### config.mk
export PLATFORM = sky130hd
export DESIGN_NAME = cal_datapath
export DESIGN_NICKNAME = d
export VERILOG_FILES = /design/src/include/cal_pkg.sv /design/src/logic/cal_datapath.sv /design/src/logic/cal_shifter.sv
export SDC_FILE = /design/constraint.sdc
export NUM_CORES = 1
export LEC_CHECK = 0
export CORE_AREA = 3 3 135 137
export CTS_CLUSTER_SIZE = 24
export DETAILED_ROUTE_END_ITERATION = 8
export DIE_AREA = 0 0 138 140
export DONT_BUFFER_PORTS = 1
export GPL_ROUTABILITY_DRIVEN = 0
export GPL_TIMING_DRIVEN = 0
export PLACE_DENSITY = 0.6
export SLEW_MARGIN = 10
export SYNTH_ARGS = -nofsm -noshare
export SYNTH_HDL_FRONTEND = slang
export SYNTH_SLANG_ARGS = --single-unit
### constraint.sdc
create_clock -name mclk -period 4.35 [get_ports mclk]
set_input_delay 0.2175 -clock mclk [delete_from_list [all_inputs] [get_ports mclk]]
set_output_delay 0.2175 -clock mclk [all_outputs]
set_load 0.01 [all_outputs]
### src/include/cal_pkg.sv
// Purpose: shared constants, types and helpers of the subtract/compare/logic/shift datapath
// Assumes: one core clock, decoder presents one operation per cycle
// Notes: Behaviour list below
// Behaviour
// - 16-bit subtract of unsigned seven-bit literal
// - 24-bit register subtract keeps full result
// - 24-bit subtract can target the stack pointer
// - 24-bit literal subtract from destination or pointer
// - /c runs if carry set, /nc if clear
// - subtract with borrow: source plus carry, 16-bit
// - subtract with borrow also takes unsigned literal
// - 16-bit compare evaluates destination minus source
// - 16-bit compare takes signed seven-bit literal
// - 24-bit compare with register or unsigned literal
// - compare with carry, register or signed literal
// - bitwise AND with register or signed literal
// - bitwise OR with register or signed literal
// - exclusive OR with register or signed literal
// - inversion writes one's complement of operand
// - logical right shift by register count, zero fill
// - logical right shift count may be literal
// - arithmetic right shift replicates the sign bit
// - extension prefix widens next instruction's literal
package cal_pkg;

  // ----------------------------------------
  // widths and reset values
  // ----------------------------------------
  localparam int CAL_W16 = 16;
  localparam int CAL_W24 = 24;
  localparam int CAL_LIT7_W = 7;
  localparam int CAL_LIT13_W = 13;
  localparam logic [4:0] CAL_SHIFT_MAX = 5'h10;
  localparam logic CAL_FLAG_RST = 1'b0;
  localparam logic [23:0] CAL_DATA_RST = 24'h000000;
  localparam logic [12:0] CAL_EXT_RST = 13'h0000;

  // ----------------------------------------
  // operation, condition and prefix state
  // ----------------------------------------
  typedef enum logic [3:0] {
    CAL_OP_NOP = 4'h0,
    CAL_OP_SUB16 = 4'h1,
    CAL_OP_SUB24 = 4'h2,
    CAL_OP_SBC = 4'h3,
    CAL_OP_CMP16 = 4'h4,
    CAL_OP_CMP24 = 4'h5,
    CAL_OP_CMC = 4'h6,
    CAL_OP_AND = 4'h7,
    CAL_OP_OR = 4'h8,
    CAL_OP_XOR = 4'h9,
    CAL_OP_NOT = 4'hA,
    CAL_OP_SRL = 4'hB,
    CAL_OP_SRA = 4'hC,
    CAL_OP_EXT = 4'hD
  } cal_op_t;

  typedef enum logic [1:0] {
    CAL_COND_ALWAYS = 2'h0,
    CAL_COND_IF_C = 2'h1,
    CAL_COND_IF_NC = 2'h2
  } cal_cond_t;

  typedef enum logic [0:0] {
    CAL_PFX_IDLE = 1'h0,
    CAL_PFX_HELD = 1'h1
  } cal_pfx_t;

  // ----------------------------------------
  // literal extension and subtraction
  // ----------------------------------------
  function automatic logic [23:0] cal_zext_lit(input logic [6:0] l7, input logic [12:0] l13, input logic pend);
    return pend ? {4'h0, l13, l7} : {17'h00000, l7};
  endfunction

  function automatic logic [23:0] cal_sext_lit(input logic [6:0] l7, input logic [12:0] l13, input logic pend);
    return pend ? {{4{l13[12]}}, l13, l7} : {{17{l7[6]}}, l7};
  endfunction

  // returns {c, v, n, z, result}; c is the borrow out
  function automatic logic [27:0] cal_sub(input logic [23:0] a, input logic [23:0] b, input logic cin,
                                          input logic wide);
    logic [24:0] d;
    logic [23:0] r;
    logic c;
    logic v;
    d = {1'b0, a} - {1'b0, b} - {24'h000000, cin};
    if (wide) begin
      r = d[23:0];
      c = d[24];
      v = (a[23] ^ b[23]) & (a[23] ^ r[23]);
      return {c, v, r[23], (r == 24'h000000), r};
    end
    d = {9'h000, a[15:0]} - {9'h000, b[15:0]} - {24'h000000, cin};
    r = {8'h00, d[15:0]};
    c = d[16];
    v = (a[15] ^ b[15]) & (a[15] ^ r[15]);
    return {c, v, r[15], (r[15:0] == 16'h0000), r};
  endfunction

endpackage

### src/logic/cal_datapath.sv
// Purpose: subtract, compare, logic and right-shift datapath of the core
// Assumes: decoder presents one operation per cycle with operands already read
// Notes: one-cycle latency; flags live here and are shown on the outputs
`timescale 1ns/1ps
module cal_datapath import cal_pkg::*; (
  input logic mclk, // core clock
  input logic rst_b, // asynchronous reset, active low
  input logic op_valid, // operation presented this cycle
  input cal_op_t op_code, // operation
  input cal_cond_t op_cond, // conditional variant
  input logic op_imm, // second operand is the literal
  input logic op_sp, // subtract24 targets the stack pointer
  input logic [6:0] op_lit7, // seven-bit literal field
  input logic [12:0] op_lit13, // extension prefix value
  input logic [23:0] dest_data, // destination register value
  input logic [23:0] src_data, // source register value
  input logic [23:0] sp_data, // stack pointer value
  output logic res_valid_reg, // one-cycle result strobe
  output logic [23:0] res_data_reg, // result value
  output logic res_wr_dest_reg, // write result to destination
  output logic res_wr_sp_reg, // write result to stack pointer
  output logic flag_c_reg, // carry / borrow flag
  output logic flag_v_reg, // overflow flag
  output logic flag_n_reg, // negative flag
  output logic flag_z_reg, // zero flag
  output logic ext_pending_reg // extension prefix held
);

  cal_pfx_t pfx_reg;
  logic [12:0] ext_val_reg;
  logic [23:0] lit_u;
  logic [23:0] lit_s;
  logic is_cmp;
  logic is_shift;
  logic signed_lit;
  logic cond_ok;
  logic exec;
  logic [23:0] sub_a;
  logic [23:0] sub_b;
  logic sub_cin;
  logic sub_wide;
  logic [27:0] sub_out;
  logic [15:0] log_b;
  logic [23:0] cnt_src;
  logic [4:0] shift_cnt;
  logic [15:0] shift_res;
  logic [23:0] data_next;
  logic wr_dest_next;
  logic wr_sp_next;
  logic [3:0] flags_next;

  // ----------------------------------------
  // literal and operand selection
  // ----------------------------------------
  always_comb begin
    lit_u = cal_zext_lit(op_lit7, ext_val_reg, pfx_reg == CAL_PFX_HELD);
    lit_s = cal_sext_lit(op_lit7, ext_val_reg, pfx_reg == CAL_PFX_HELD);
    is_cmp = (op_code == CAL_OP_CMP16) || (op_code == CAL_OP_CMP24) || (op_code == CAL_OP_CMC);
    is_shift = (op_code == CAL_OP_SRL) || (op_code == CAL_OP_SRA);
    signed_lit = (op_code == CAL_OP_CMP16) || (op_code == CAL_OP_CMC);
    sub_a = (op_sp && op_code == CAL_OP_SUB24) ? sp_data : dest_data;
    sub_b = op_imm ? (signed_lit ? lit_s : lit_u) : src_data;
    sub_cin = ((op_code == CAL_OP_SBC) || (op_code == CAL_OP_CMC)) ? flag_c_reg : 1'b0;
    sub_wide = (op_code == CAL_OP_SUB24) || (op_code == CAL_OP_CMP24);
    sub_out = cal_sub(sub_a, sub_b, sub_cin, sub_wide);
    log_b = op_imm ? lit_s[15:0] : src_data[15:0];
    cnt_src = op_imm ? lit_u : src_data;
    shift_cnt = (cnt_src > {19'h00000, CAL_SHIFT_MAX}) ? CAL_SHIFT_MAX : cnt_src[4:0];
  end

  // ----------------------------------------
  // conditional execution
  // ----------------------------------------
  // literal, stack-pointer and shift forms have no conditional variant, so the field is ignored there
  always_comb begin
    if (op_imm || op_sp || is_shift) begin
      cond_ok = 1'b1;
    end else begin
      case (op_cond)
        CAL_COND_ALWAYS: cond_ok = 1'b1;
        CAL_COND_IF_C: cond_ok = flag_c_reg;
        CAL_COND_IF_NC: cond_ok = ~flag_c_reg;
        default: cond_ok = 1'b0;
      endcase
    end
    exec = op_valid && cond_ok && (op_code != CAL_OP_EXT) && (op_code != CAL_OP_NOP);
  end

  cal_shifter u_shift (
    .data_in(dest_data[15:0]),
    .count(shift_cnt),
    .arith(op_code == CAL_OP_SRA),
    .data_out(shift_res)
  );

  // ----------------------------------------
  // result and flag selection
  // ----------------------------------------
  always_comb begin
    data_next = CAL_DATA_RST;
    wr_dest_next = 1'b0;
    wr_sp_next = 1'b0;
    flags_next = {flag_c_reg, flag_v_reg, flag_n_reg, flag_z_reg};
    case (op_code)
      CAL_OP_SUB16, CAL_OP_SUB24, CAL_OP_SBC: begin
        data_next = sub_out[23:0];
        flags_next = sub_out[27:24];
        wr_sp_next = op_sp && (op_code == CAL_OP_SUB24);
        wr_dest_next = ~wr_sp_next;
      end
      CAL_OP_CMP16, CAL_OP_CMP24, CAL_OP_CMC: begin
        flags_next = sub_out[27:24];
      end
      CAL_OP_AND, CAL_OP_OR, CAL_OP_XOR, CAL_OP_NOT: begin
        case (op_code)
          CAL_OP_AND: data_next = {8'h00, dest_data[15:0] & log_b};
          CAL_OP_OR: data_next = {8'h00, dest_data[15:0] | log_b};
          CAL_OP_XOR: data_next = {8'h00, dest_data[15:0] ^ log_b};
          default: data_next = {8'h00, ~log_b};
        endcase
        wr_dest_next = 1'b1;
        flags_next = {flag_c_reg, 1'b0, data_next[15], (data_next[15:0] == 16'h0000)};
      end
      CAL_OP_SRL, CAL_OP_SRA: begin
        data_next = {8'h00, shift_res};
        wr_dest_next = 1'b1;
        flags_next = {flag_c_reg, 1'b0, shift_res[15], (shift_res == 16'h0000)};
      end
      default: begin
        data_next = CAL_DATA_RST;
      end
    endcase
  end

  // ----------------------------------------
  // result registers
  // ----------------------------------------
  // a skipped conditional still strobes res_valid so the decoder sees it retire
  always_ff @(posedge mclk or negedge rst_b) begin
    if (!rst_b) begin
      res_valid_reg <= 1'b0;
      res_data_reg <= CAL_DATA_RST;
      res_wr_dest_reg <= 1'b0;
      res_wr_sp_reg <= 1'b0;
    end else begin
      res_valid_reg <= op_valid && (op_code != CAL_OP_EXT);
      res_data_reg <= exec ? data_next : CAL_DATA_RST;
      res_wr_dest_reg <= exec && wr_dest_next;
      res_wr_sp_reg <= exec && wr_sp_next;
    end
  end

  // ----------------------------------------
  // flags
  // ----------------------------------------
  always_ff @(posedge mclk or negedge rst_b) begin
    if (!rst_b) begin
      flag_c_reg <= CAL_FLAG_RST;
      flag_v_reg <= CAL_FLAG_RST;
      flag_n_reg <= CAL_FLAG_RST;
      flag_z_reg <= CAL_FLAG_RST;
    end else if (exec) begin
      {flag_c_reg, flag_v_reg, flag_n_reg, flag_z_reg} <= flags_next;
    end
  end

  // ----------------------------------------
  // extension prefix
  // ----------------------------------------
  // the prefix applies to exactly one following operation, even one that is skipped
  always_ff @(posedge mclk or negedge rst_b) begin
    if (!rst_b) begin
      pfx_reg <= CAL_PFX_IDLE;
      ext_val_reg <= CAL_EXT_RST;
      ext_pending_reg <= 1'b0;
    end else if (op_valid) begin
      case (op_code)
        CAL_OP_EXT: begin
          pfx_reg <= CAL_PFX_HELD;
          ext_val_reg <= op_lit13;
          ext_pending_reg <= 1'b1;
        end
        default: begin
          pfx_reg <= CAL_PFX_IDLE;
          ext_pending_reg <= 1'b0;
        end
      endcase
    end
  end

  // ----------------------------------------
  // checks
  // ----------------------------------------
  logic [15:0] chk_sub16;
  logic [15:0] chk_sbc16;
  logic [23:0] chk_sp24;
  logic [15:0] chk_and16;
  logic chk_plain;

  always_comb begin
    chk_sub16 = dest_data[15:0] - src_data[15:0];
    chk_sbc16 = dest_data[15:0] - src_data[15:0] - {15'h0000, flag_c_reg};
    chk_sp24 = sp_data - src_data;
    chk_and16 = dest_data[15:0] & src_data[15:0];
    chk_plain = op_valid && !op_imm && !op_sp && (op_cond == CAL_COND_ALWAYS);
  end

  property p_sub16_reg;
    @(posedge mclk) disable iff (!rst_b)
    chk_plain && op_code == CAL_OP_SUB16 |=> res_wr_dest_reg && res_data_reg == {8'h00, $past(chk_sub16)};
  endproperty
  a_sub16_reg: assert property (p_sub16_reg) else $error("16-bit subtract result wrong");

  property p_sbc16;
    @(posedge mclk) disable iff (!rst_b)
    chk_plain && op_code == CAL_OP_SBC |=> res_data_reg[15:0] == $past(chk_sbc16) && res_data_reg[23:16] == 8'h00;
  endproperty
  a_sbc16: assert property (p_sbc16) else $error("subtract with borrow result wrong");

  property p_sub24_sp;
    @(posedge mclk) disable iff (!rst_b)
    op_valid && op_code == CAL_OP_SUB24 && op_sp && !op_imm
      |=> res_wr_sp_reg && !res_wr_dest_reg && res_data_reg == $past(chk_sp24);
  endproperty
  a_sub24_sp: assert property (p_sub24_sp) else $error("stack pointer subtract wrong");

  property p_cmp_no_write;
    @(posedge mclk) disable iff (!rst_b)
    op_valid && is_cmp |=> res_valid_reg && !res_wr_dest_reg && !res_wr_sp_reg;
  endproperty
  a_cmp_no_write: assert property (p_cmp_no_write) else $error("compare wrote a register");

  property p_cond_skip;
    @(posedge mclk) disable iff (!rst_b)
    op_valid && !op_imm && !op_sp && !is_shift && op_code != CAL_OP_EXT
      && ((op_cond == CAL_COND_IF_C && !flag_c_reg) || (op_cond == CAL_COND_IF_NC && flag_c_reg))
      |=> !res_wr_dest_reg && $stable(flag_c_reg) && $stable(flag_z_reg);
  endproperty
  a_cond_skip: assert property (p_cond_skip) else $error("conditional ran against the carry");

  property p_and_reg;
    @(posedge mclk) disable iff (!rst_b)
    chk_plain && op_code == CAL_OP_AND |=> res_data_reg == {8'h00, $past(chk_and16)};
  endproperty
  a_and_reg: assert property (p_and_reg) else $error("AND result wrong");

  property p_not_sext;
    @(posedge mclk) disable iff (!rst_b)
    op_valid && op_code == CAL_OP_NOT && op_imm && !ext_pending_reg && op_lit7[6]
      |=> res_data_reg[15:6] == 10'h000 && res_wr_dest_reg;
  endproperty
  a_not_sext: assert property (p_not_sext) else $error("negative literal not sign-extended");

  property p_ext_next;
    @(posedge mclk) disable iff (!rst_b)
    op_valid && op_code == CAL_OP_EXT ##1 op_valid && op_code == CAL_OP_SUB16 && op_imm && !op_sp
      |=> res_data_reg[15:0] == $past(dest_data[15:0]) - {$past(ext_val_reg[8:0]), $past(op_lit7)};
  endproperty
  a_ext_next: assert property (p_ext_next) else $error("prefix did not widen literal");

  property p_srl_big;
    @(posedge mclk) disable iff (!rst_b)
    op_valid && op_code == CAL_OP_SRL && !op_imm && src_data > 24'h00000F |=> res_data_reg == 24'h000000;
  endproperty
  a_srl_big: assert property (p_srl_big) else $error("logical shift did not zero fill");

  property p_pfx_clear;
    @(posedge mclk) disable iff (!rst_b)
    ext_pending_reg && op_valid && op_code != CAL_OP_EXT |=> !ext_pending_reg;
  endproperty
  a_pfx_clear: assert property (p_pfx_clear) else $error("prefix outlived its operation");

endmodule

### src/logic/cal_shifter.sv
// Purpose: 16-bit right shifter, logical or arithmetic
// Assumes: count already saturated to 0..16
// Notes: purely combinational
`timescale 1ns/1ps
module cal_shifter import cal_pkg::*; (
  input logic [15:0] data_in, // value to shift
  input logic [4:0] count, // positions, 0..16
  input logic arith, // 1 replicates the sign bit
  output logic [15:0] data_out // shifted value
);

  logic [31:0] wide;

  // ----------------------------------------
  // fill word above the data, then shift
  // ----------------------------------------
  always_comb begin
    wide = {{16{arith & data_in[15]}}, data_in};
    wide = wide >> count;
    data_out = wide[15:0];
  end

endmodule

==> metrics.txt, run 1 <==
# TYPE chip_impl_metric gauge
chip_impl_info{name="status",value="finished, final reports clean"} 1
chip_impl_metric{name="synth_cell_type_count",unit=""} 82
chip_impl_metric{name="cts.htree.levels",unit=""} 2
chip_impl_metric{name="crit_required",unit="ns"} 4.59
chip_impl_metric{name="cts-buffers-inserted",unit=""} 5
chip_impl_info{name="timing.hold.worst.class",value="primary input to flip-flop"} 1
chip_impl_metric{name="hold_slack",unit="ns"} 0.00982
chip_impl_metric{name="grt_pass1_wl",unit="um"} 37900
chip_impl_metric{name="die_h",unit="um"} 140
chip_impl_info{name="clockRootBuffer",value="sky130_fd_sc_hd__clkbuf_16"} 1
chip_impl_metric{name="dp_hpwl",unit="um"} 19800
chip_impl_metric{name="final_core_utilization",unit=""} 0.437
chip_impl_metric{name="signed_area_change_from_the_synthesized_netlist_to_the_final_layout",unit="%"} 13.6
chip_impl_info{name="worstSetupEndpointType",value="flip-flop"} 1
chip_impl_metric{name="timing.final.crit_period",unit="ns"} 4.20
chip_impl_metric{name="site_row_count",unit=""} 48
chip_impl_metric{name="synth_edf_count",unit=""} 0
chip_impl_metric{name="fin_worst_skew",unit="ns"} 0.0139
chip_impl_metric{name="critPathMaxStageDelay",unit="ns"} 0.44
chip_impl_metric{name="worst_setup_hold_path_clk_slew",unit="ns"} 0.08
chip_impl_metric{name="ff2ff_path_depth",unit=""} 11
chip_impl_metric{name="tightestPinTransition",unit="ns"} 1.09
chip_impl_metric{name="max_cap_violations",unit=""} 0
chip_impl_metric{name="initialDrtViolationCount",unit=""} 645
chip_impl_info{name="criticalPathCategory",value="primary input to flip-flop"} 1
chip_impl_metric{name="hold_violations",unit=""} 0
chip_impl_metric{name="worstSkewPairLatency",unit="ns"} 0.31
chip_impl_metric{name="groute.usage.overall",unit=""} 0.245
chip_impl_metric{name="mappedNetlistNets",unit=""} 1057
chip_impl_metric{name="ratio_of_cells_with_drive_above_1_in_the_final_layout",unit=""} 0.155
chip_impl_info{name="cp_cell_sequence",value="nor4b_4 -> nand2_4 -> mux2_2 -> fa_2 -> fa_1 -> nand2b_4 -> a2111oi_4 -> buf_4 -> nor3_1 -> o21a_1 -> o31a_1 -> nor4_2 -> nand2_1 -> a2111o_1 -> a2111oi_2 -> and3_1 -> o32a_1"} 1
chip_impl_metric{name="antenna_violating_nets_post_route",unit=""} 0
chip_impl_metric{name="area_of_the_die",unit="sq um"} 19300
chip_impl_metric{name="ys_ff_latch",unit=""} 45
chip_impl_metric{name="detailroute.via_count",unit=""} 6908
chip_impl_metric{name="die-width",unit="um"} 138
chip_impl_metric{name="drt_pre_antenna_iters",unit=""} 5
chip_impl_metric{name="largest_fanout_on_the_critical_path",unit=""} 2
chip_impl_metric{name="dpl_cell_area",unit="sq um"} 6910
chip_impl_info{name="tritoncts",value="done"} 1
chip_impl_metric{name="setup_viol",unit=""} 0
chip_impl_metric{name="initial_core_util",unit=""} 0.384
chip_impl_metric{name="min_delay_path_depth",unit=""} 1
chip_impl_metric{name="clock_tree.buffer_depth",unit=""} 2
chip_impl_info{name="reg2reg_to",value="flag_z_reg"} 1
chip_impl_metric{name="postRouteWirelength",unit="um"} 24800
chip_impl_metric{name="number_of_global_route_vias_before_repair",unit=""} 6533
chip_impl_info{name="cell_type_of_the_slowest_stage_on_the_worst_timing_path",value="sky130_fd_sc_hd__a2111o_1"} 1
chip_impl_metric{name="design_area",unit="sq um"} 7500
chip_impl_metric{name="max_freq",unit="GHz"} 0.238
chip_impl_metric{name="ff2ff_setup_slack",unit="ns"} 0.16
chip_impl_metric{name="synth_area",unit="sq um"} 6600
chip_impl_metric{name="cp_arrival",unit="ns"} 4.43
chip_impl_metric{name="layout_worst_path_cycle_share",unit=""} 0.965
chip_impl_metric{name="vdd_drop_max",unit="uV"} 203
chip_impl_metric{name="synthCells",unit=""} 876
chip_impl_metric{name="antennaDiodeCount",unit=""} 0
chip_impl_metric{name="gr-total-overflow",unit=""} 0
chip_impl_info{name="sort_of_element_at_the_start_of_the_critical_path",value="primary input"} 1
chip_impl_metric{name="post_synth.cell_area_avg",unit="sq um"} 7.54
chip_impl_metric{name="routed_via_density",unit=""} 6.15
chip_impl_metric{name="yosysWarnings",unit=""} 0
chip_impl_info{name="r2r_start",value="ext_val_reg[0]"} 1
chip_impl_metric{name="top_level_ports",unit=""} 135
chip_impl_metric{name="antenna_violations_before_repair",unit=""} 0
chip_impl_metric{name="p_leak",unit="nW"} 3.36
chip_impl_metric{name="design_power_total",unit="mW"} 1.96
chip_impl_metric{name="buffer_ports.inserted",unit=""} 0
chip_impl_metric{name="nNetsFinal",unit=""} 1078
chip_impl_metric{name="fp.coreArea",unit="sq um"} 17200
chip_impl_metric{name="synth-async-reset-ratio",unit=""} 1.00
chip_impl_info{name="cpLargestDelayFamily",value="compound AO/OA/AOI/OAI gates"} 1
chip_impl_metric{name="drc",unit=""} 0
chip_impl_metric{name="timing.critical_path.buf_inv",unit=""} 1
chip_impl_metric{name="timing_max_transition_violations_final",unit=""} 0
chip_impl_info{name="ys_dominant_reg_cell",value="sky130_fd_sc_hd__dfrtp_1"} 1
chip_impl_metric{name="largest_register_ffs",unit=""} 24
chip_impl_metric{name="cts_sinks",unit=""} 45
chip_impl_metric{name="synth-seq-area-share",unit=""} 0.171
chip_impl_metric{name="grt_max_degree",unit=""} 46
chip_impl_metric{name="worst_slew_margin_rel",unit=""} 0.267
chip_impl_info{name="timing.hold.worst.start",value="op_valid"} 1
chip_impl_metric{name="pwr_density_cell",unit="nW/um^2"} 261
chip_impl_info{name="whs_endpoint",value="pfx_reg"} 1
chip_impl_metric{name="route.detailed.wl_per_inst",unit="um"} 22.1
==> Yosys cell counts, types with 9 or more instances <==
library cell | number | area [sq um]
sky130_fd_sc_hd__a31oi_1 | 14 | 87.6
sky130_fd_sc_hd__a221oi_1 | 17 | 149
sky130_fd_sc_hd__ha_1 | 76 | 951
sky130_fd_sc_hd__inv_1 | 86 | 323
sky130_fd_sc_hd__nand2_1 | 80 | 300
sky130_fd_sc_hd__nand3_1 | 17 | 85.1
sky130_fd_sc_hd__dfrtp_1 | 45 | 1130
sky130_fd_sc_hd__a21oi_1 | 66 | 330
sky130_fd_sc_hd__mux2i_1 | 36 | 360
sky130_fd_sc_hd__mux2_2 | 18 | 203
sky130_fd_sc_hd__nor4_1 | 12 | 75.1
sky130_fd_sc_hd__xnor2_1 | 16 | 140
sky130_fd_sc_hd__a211oi_1 | 12 | 90.1
sky130_fd_sc_hd__a22oi_1 | 10 | 75.1
sky130_fd_sc_hd__nand2b_1 | 12 | 75.1
sky130_fd_sc_hd__nor2_1 | 93 | 349
sky130_fd_sc_hd__o211ai_1 | 10 | 75.1
sky130_fd_sc_hd__o21ai_0 | 46 | 230
sky130_fd_sc_hd__nor3_1 | 20 | 100
sky130_fd_sc_hd__clkbuf_1 | 25 | 93.8
sky130_fd_sc_hd__nor2b_1 | 9 | 56.3
sky130_fd_sc_hd__xor2_1 | 9 | 78.8
==> stage by stage <==
step	setup slack [ns]	setup TNS (ns)	cells
global route	-0.0355	-0.0355	1123
global placement	-1.14	-4.58	1101
CTS	0.00269	0	1119
finish	0.154	0	1123
detailed placement	-1.13	-4.81	1101
floorplan	0.0118	0	876
==> cell usage in the layout (no fill, tap or decap), types with 14 or more instances in the layout <==
cell                       netlist  routed
sky130_fd_sc_hd__dfrtp_1        45      43
sky130_fd_sc_hd__nor3_1         20      17
sky130_fd_sc_hd__o21ai_0        46      41
sky130_fd_sc_hd__ha_1           76      71
sky130_fd_sc_hd__mux2i_1        36      31
sky130_fd_sc_hd__a31oi_1        14      14
sky130_fd_sc_hd__nand2_1        80      79
sky130_fd_sc_hd__clkbuf_1       25      14
sky130_fd_sc_hd__a221oi_1       17      16
sky130_fd_sc_hd__inv_1          86      85
sky130_fd_sc_hd__buf_4           0      14
sky130_fd_sc_hd__mux2_2         18      18
sky130_fd_sc_hd__nand3_1        17      16
sky130_fd_sc_hd__nor2_1         93      93
sky130_fd_sc_hd__a21oi_1        66      62
==> kinds of logic after synthesis <==
kind of cell | synth area share
AO/OA/AOI/OAI | 0.252
adder cells (fa/ha/maj) | 0.150
XOR/XNOR | 0.0332
multiplexers | 0.0894
flip-flops | 0.171
buffers and inverters | 0.0879
AND/OR/NAND/NOR | 0.217
==> worst reg2reg max path: stages, from the launching register on <==
cell	delay, ns
sky130_fd_sc_hd__dfrtp_1	0.41
sky130_fd_sc_hd__or4_4	0.55
sky130_fd_sc_hd__o31ai_4	0.27
sky130_fd_sc_hd__a21oi_2	0.19
sky130_fd_sc_hd__or3_1	0.41
sky130_fd_sc_hd__buf_6	0.15
sky130_fd_sc_hd__o32ai_1	0.36
sky130_fd_sc_hd__nor3_1	0.09
sky130_fd_sc_hd__nor3b_1	0.48
sky130_fd_sc_hd__or3b_2	0.50
sky130_fd_sc_hd__nor4_1	0.45
sky130_fd_sc_hd__o32a_1	0.25
==> routing by layer <==
metal | global-route usage | up-vias | part of all wire
li1 | - | 3226 | -
met1 | 0.330 | 3261 | 0.43
met2 | 0.395 | 366 | 0.45
met3 | 0.0529 | 55 | 0.086
met4 | 0.0744 | 0 | 0.032
met5 | 0 | - | 0
==> where the power goes <==
group	switching (mW)	total [mW]	internal, mW
logic	0.599	1.02	0.426
registers	0.0564	0.526	0.469
clock network	0.195	0.409	0.215
==> worst max path at each step <==
stage	cells after the start	to	from	slack (ns)
3_5_place_dp	18	flag_z_reg	op_code[3]	-1.13
2_1_floorplan	16	flag_z_reg	op_code[3]	0.01
4_1_cts	16	flag_z_reg	op_code[0]	0.003
5_1_grt	17	flag_z_reg	pfx_reg	-0.04
6_report	17	flag_z_reg	op_code[3]	0.15
3_3_place_gp	18	flag_z_reg	op_code[3]	-1.14
==> area by class of cell <==
| class | instances | area, sq um |
|---|---|---|
| inverter | 89 | 337 |
| fill | 1773 | 9670 |
| clock inverter | 3 | 21.3 |
| sequential | 45 | 1130 |
| clock buffer | 5 | 125 |
| tap | 225 | 282 |
| timing repair buffer | 17 | 153 |
| buffer | 40 | 269 |
| multi-input combinational | 699 | 5190 |
==> timing repair <==
item | 4_1_cts | 5_1_grt
gates resized for setup | 33 | 54
hold buffers | 3 | 0
setup buffers | 8 | 6
endpoints found under the setup margin | 7 | 4
endpoints found under the hold margin | 46 | 0
pin swaps | 11 | 13
Power figures use the tool's default switching activity.
==> run 2, diff against run 1 <==
- CORE_AREA: 3 3 135 137 -> 3 3 155 119
- CTS_CLUSTER_DIAMETER: default -> 120
- DIE_AREA: 0 0 138 140 -> 0 0 158 122
- PLACE_DENSITY: 0.6 -> 0.61
==> metrics.txt, run 2 (synthesis gave the netlist of run 1 again) <==
# TYPE chip_impl_metric gauge
chip_impl_info{name="final_common_cell",value="sky130_fd_sc_hd__nor2_1"} 1
chip_impl_metric{name="clock_tree.buffer_depth",unit=""} 2
chip_impl_metric{name="signed_area_change_from_the_synthesized_netlist_to_the_final_layout",unit="%"} 12.7
chip_impl_metric{name="worstSkewPairLatency",unit="ns"} 0.31
chip_impl_metric{name="timing_max_transition_violations_final",unit=""} 0
chip_impl_metric{name="site_row_count",unit=""} 41
chip_impl_metric{name="cts-buffers-inserted",unit=""} 5
chip_impl_metric{name="fp.coreArea",unit="sq um"} 16900
chip_impl_metric{name="dp_hpwl",unit="um"} 20600
chip_impl_metric{name="hold_violations",unit=""} 0
chip_impl_info{name="criticalPathCategory",value="flip-flop to flip-flop"} 1
chip_impl_metric{name="dpl.cell_count",unit=""} 1091
chip_impl_info{name="timing.hold.worst.class",value="primary input to flip-flop"} 1
chip_impl_info{name="r2r_start",value="ext_val_reg[0]"} 1
chip_impl_info{name="timing.hold.worst.start",value="op_lit13[10]"} 1
chip_impl_info{name="status",value="finished, violations left"} 1
chip_impl_metric{name="design_power_total",unit="mW"} 1.98
chip_impl_metric{name="p_leak",unit="nW"} 3.34
chip_impl_metric{name="number_of_global_route_vias_before_repair",unit=""} 6496
chip_impl_metric{name="timing.final.crit_period",unit="ns"} 4.25
chip_impl_metric{name="finalNonFillerCells",unit=""} 1115
chip_impl_metric{name="antenna_violating_nets_post_route",unit=""} 0
chip_impl_metric{name="initialDrtViolationCount",unit=""} 832
chip_impl_metric{name="worst_setup_hold_path_clk_slew",unit="ns"} 0.08
chip_impl_metric{name="ff2ff_path_depth",unit=""} 11
chip_impl_metric{name="groute.usage.overall",unit=""} 0.259
chip_impl_info{name="most-common-layout-cells",value="sky130_fd_sc_hd__nor2_1 (93), sky130_fd_sc_hd__inv_1 (85), sky130_fd_sc_hd__nand2_1 (77)"} 1
chip_impl_metric{name="route.detailed.wl_per_inst",unit="um"} 22.8
chip_impl_info{name="tritoncts",value="done"} 1
chip_impl_metric{name="vdd_drop_max",unit="uV"} 150
chip_impl_metric{name="drt_pre_antenna_iters",unit=""} 9
chip_impl_metric{name="cp_arrival",unit="ns"} 4.49
chip_impl_metric{name="max_freq",unit="GHz"} 0.235
chip_impl_metric{name="setup_viol",unit=""} 0
chip_impl_metric{name="gr-total-overflow",unit=""} 0
chip_impl_info{name="clockRootBuffer",value="sky130_fd_sc_hd__clkbuf_16"} 1
chip_impl_metric{name="detailroute.via_count",unit=""} 7035
chip_impl_metric{name="die_h",unit="um"} 122
chip_impl_metric{name="largest_register_ffs",unit=""} 24
chip_impl_metric{name="antenna_violations_before_repair",unit=""} 1
chip_impl_metric{name="grt_max_degree",unit=""} 46
chip_impl_metric{name="min_delay_path_depth",unit=""} 1
chip_impl_metric{name="postRouteWirelength",unit="um"} 25400
chip_impl_info{name="worstSetupEndpointType",value="flip-flop"} 1
chip_impl_metric{name="tightestPinTransition",unit="ns"} 1.07
chip_impl_metric{name="grt_pass1_wl",unit="um"} 38600
chip_impl_info{name="whs_endpoint",value="ext_val_reg[10]"} 1
chip_impl_metric{name="die-width",unit="um"} 158
chip_impl_metric{name="nNetsFinal",unit=""} 1080
chip_impl_metric{name="fin_worst_skew",unit="ns"} 0.0102
chip_impl_metric{name="drc",unit=""} 9
chip_impl_metric{name="crit_required",unit="ns"} 4.59
chip_impl_info{name="reg2reg_to",value="flag_z_reg"} 1
chip_impl_metric{name="largest_fanout_on_the_critical_path",unit=""} 8
chip_impl_metric{name="area_of_the_die",unit="sq um"} 19300
chip_impl_metric{name="routed_via_density",unit=""} 6.31
chip_impl_metric{name="fillerInstances",unit=""} 1705
chip_impl_metric{name="top_level_ports",unit=""} 135
chip_impl_metric{name="buffer_ports.inserted",unit=""} 0
chip_impl_info{name="sort_of_element_at_the_start_of_the_critical_path",value="flip-flop"} 1
chip_impl_metric{name="layout_worst_path_cycle_share",unit=""} 0.978
chip_impl_metric{name="max_cap_violations",unit=""} 0
chip_impl_info{name="failed_checks",value="design-rule violations"} 1
chip_impl_metric{name="antennaDiodeCount",unit=""} 0
chip_impl_metric{name="pwr_density_cell",unit="nW/um^2"} 266
chip_impl_metric{name="initial_core_util",unit=""} 0.391
chip_impl_metric{name="cts_sinks",unit=""} 45
chip_impl_metric{name="ff2ff_setup_slack",unit="ns"} 0.1
chip_impl_metric{name="ratio_of_cells_with_drive_above_1_in_the_final_layout",unit=""} 0.140
chip_impl_metric{name="worst_slew_margin_rel",unit=""} 0.280
chip_impl_metric{name="cts.htree.levels",unit=""} 2
[run 2: changes by cell type in the layout (fill, tap and decap cells not counted), sizes merged]
cell	before	now
clkbuf	30	31
dlygate4sd3	2	3
[run 2: what timing repair did]
item,in CTS,in global routing
gates cloned,0,0
buffers inserted,9,5
resized for setup,29,37
endpoints found under the setup margin,7,4
hold endpoints to repair,47,0
hold buffers,4,0
pin swaps,8,13
[run 2: how the worst max path moves through the flow]
stage	startpoint	slack, ns	to	depth (start not counted)
final	ext_val_reg[0]	0.1	flag_z_reg	11
after global routing	pfx_reg	-0.008	flag_z_reg	19
after CTS	pfx_reg	0.002	flag_z_reg	19
after detailed placement	op_code[3]	-1.21	flag_z_reg	18
after global placement	op_code[3]	-1.24	flag_z_reg	20
after floorplan	op_code[3]	0.01	flag_z_reg	16
[run 2: area by class of cell]
| cell class | count | area, sq um | area share |
|---|---|---|---|
| Buffer | 41 | 256 | 0.0345 |
| Clock buffer | 5 | 125 | 0.0168 |
| Clock inverter | 3 | 25.0 | 0.00336 |
| Inverter | 89 | 337 | 0.0452 |
| Multi-Input combinational cell | 699 | 5140 | 0.690 |
| Sequential cell | 45 | 1130 | 0.152 |
| Tap cell | 215 | 269 | 0.0362 |
| Timing Repair Buffer | 18 | 163 | 0.0219 |
[run 2: report_power, final]
group	total, mW	internal [mW]	switching [mW]
clock network	0.410	0.217	0.194
registers	0.527	0.469	0.0574
logic	1.04	0.426	0.616
total	1.98	1.11	0.867
[run 2: per-stage QoR]
stage	setup WS (ns)	hold WS, ns	instance area (sq um)	TNS [ns]	utilization
after floorplan	0.0118	-0.0781	6620	0	-
after global placement	-1.24	-0.0769	6890	-5.45	0.408
after detailed placement	-1.21	-0.0766	6890	-5.18	0.408
after CTS	0.00248	0.0555	7250	0	0.429
after global routing	-0.00824	0.0530	7440	-0.00824	0.441
final	0.0972	0.0547	7440	0	0.441
[run 2: metal layers]
metal  up-vias  global-route usage  wire length (um)
li1       3218                   -                 -
met1      3309               0.390             11700
met2       467               0.360              9960
met3        39              0.0881              3390
met4         2              0.0419               371
met5         -                   0                13
[run 2: critical path, stage by stage (launching register included)]
cell,delay (ns)
sky130_fd_sc_hd__dfrtp_1,0.41
sky130_fd_sc_hd__or4_4,0.56
sky130_fd_sc_hd__o31ai_4,0.26
sky130_fd_sc_hd__a21oi_2,0.18
sky130_fd_sc_hd__or3_1,0.41
sky130_fd_sc_hd__buf_6,0.15
sky130_fd_sc_hd__o32ai_1,0.38
sky130_fd_sc_hd__nor3_1,0.10
sky130_fd_sc_hd__nor3b_1,0.48
sky130_fd_sc_hd__or3b_2,0.49
sky130_fd_sc_hd__nor4_1,0.50
sky130_fd_sc_hd__o32a_1,0.27
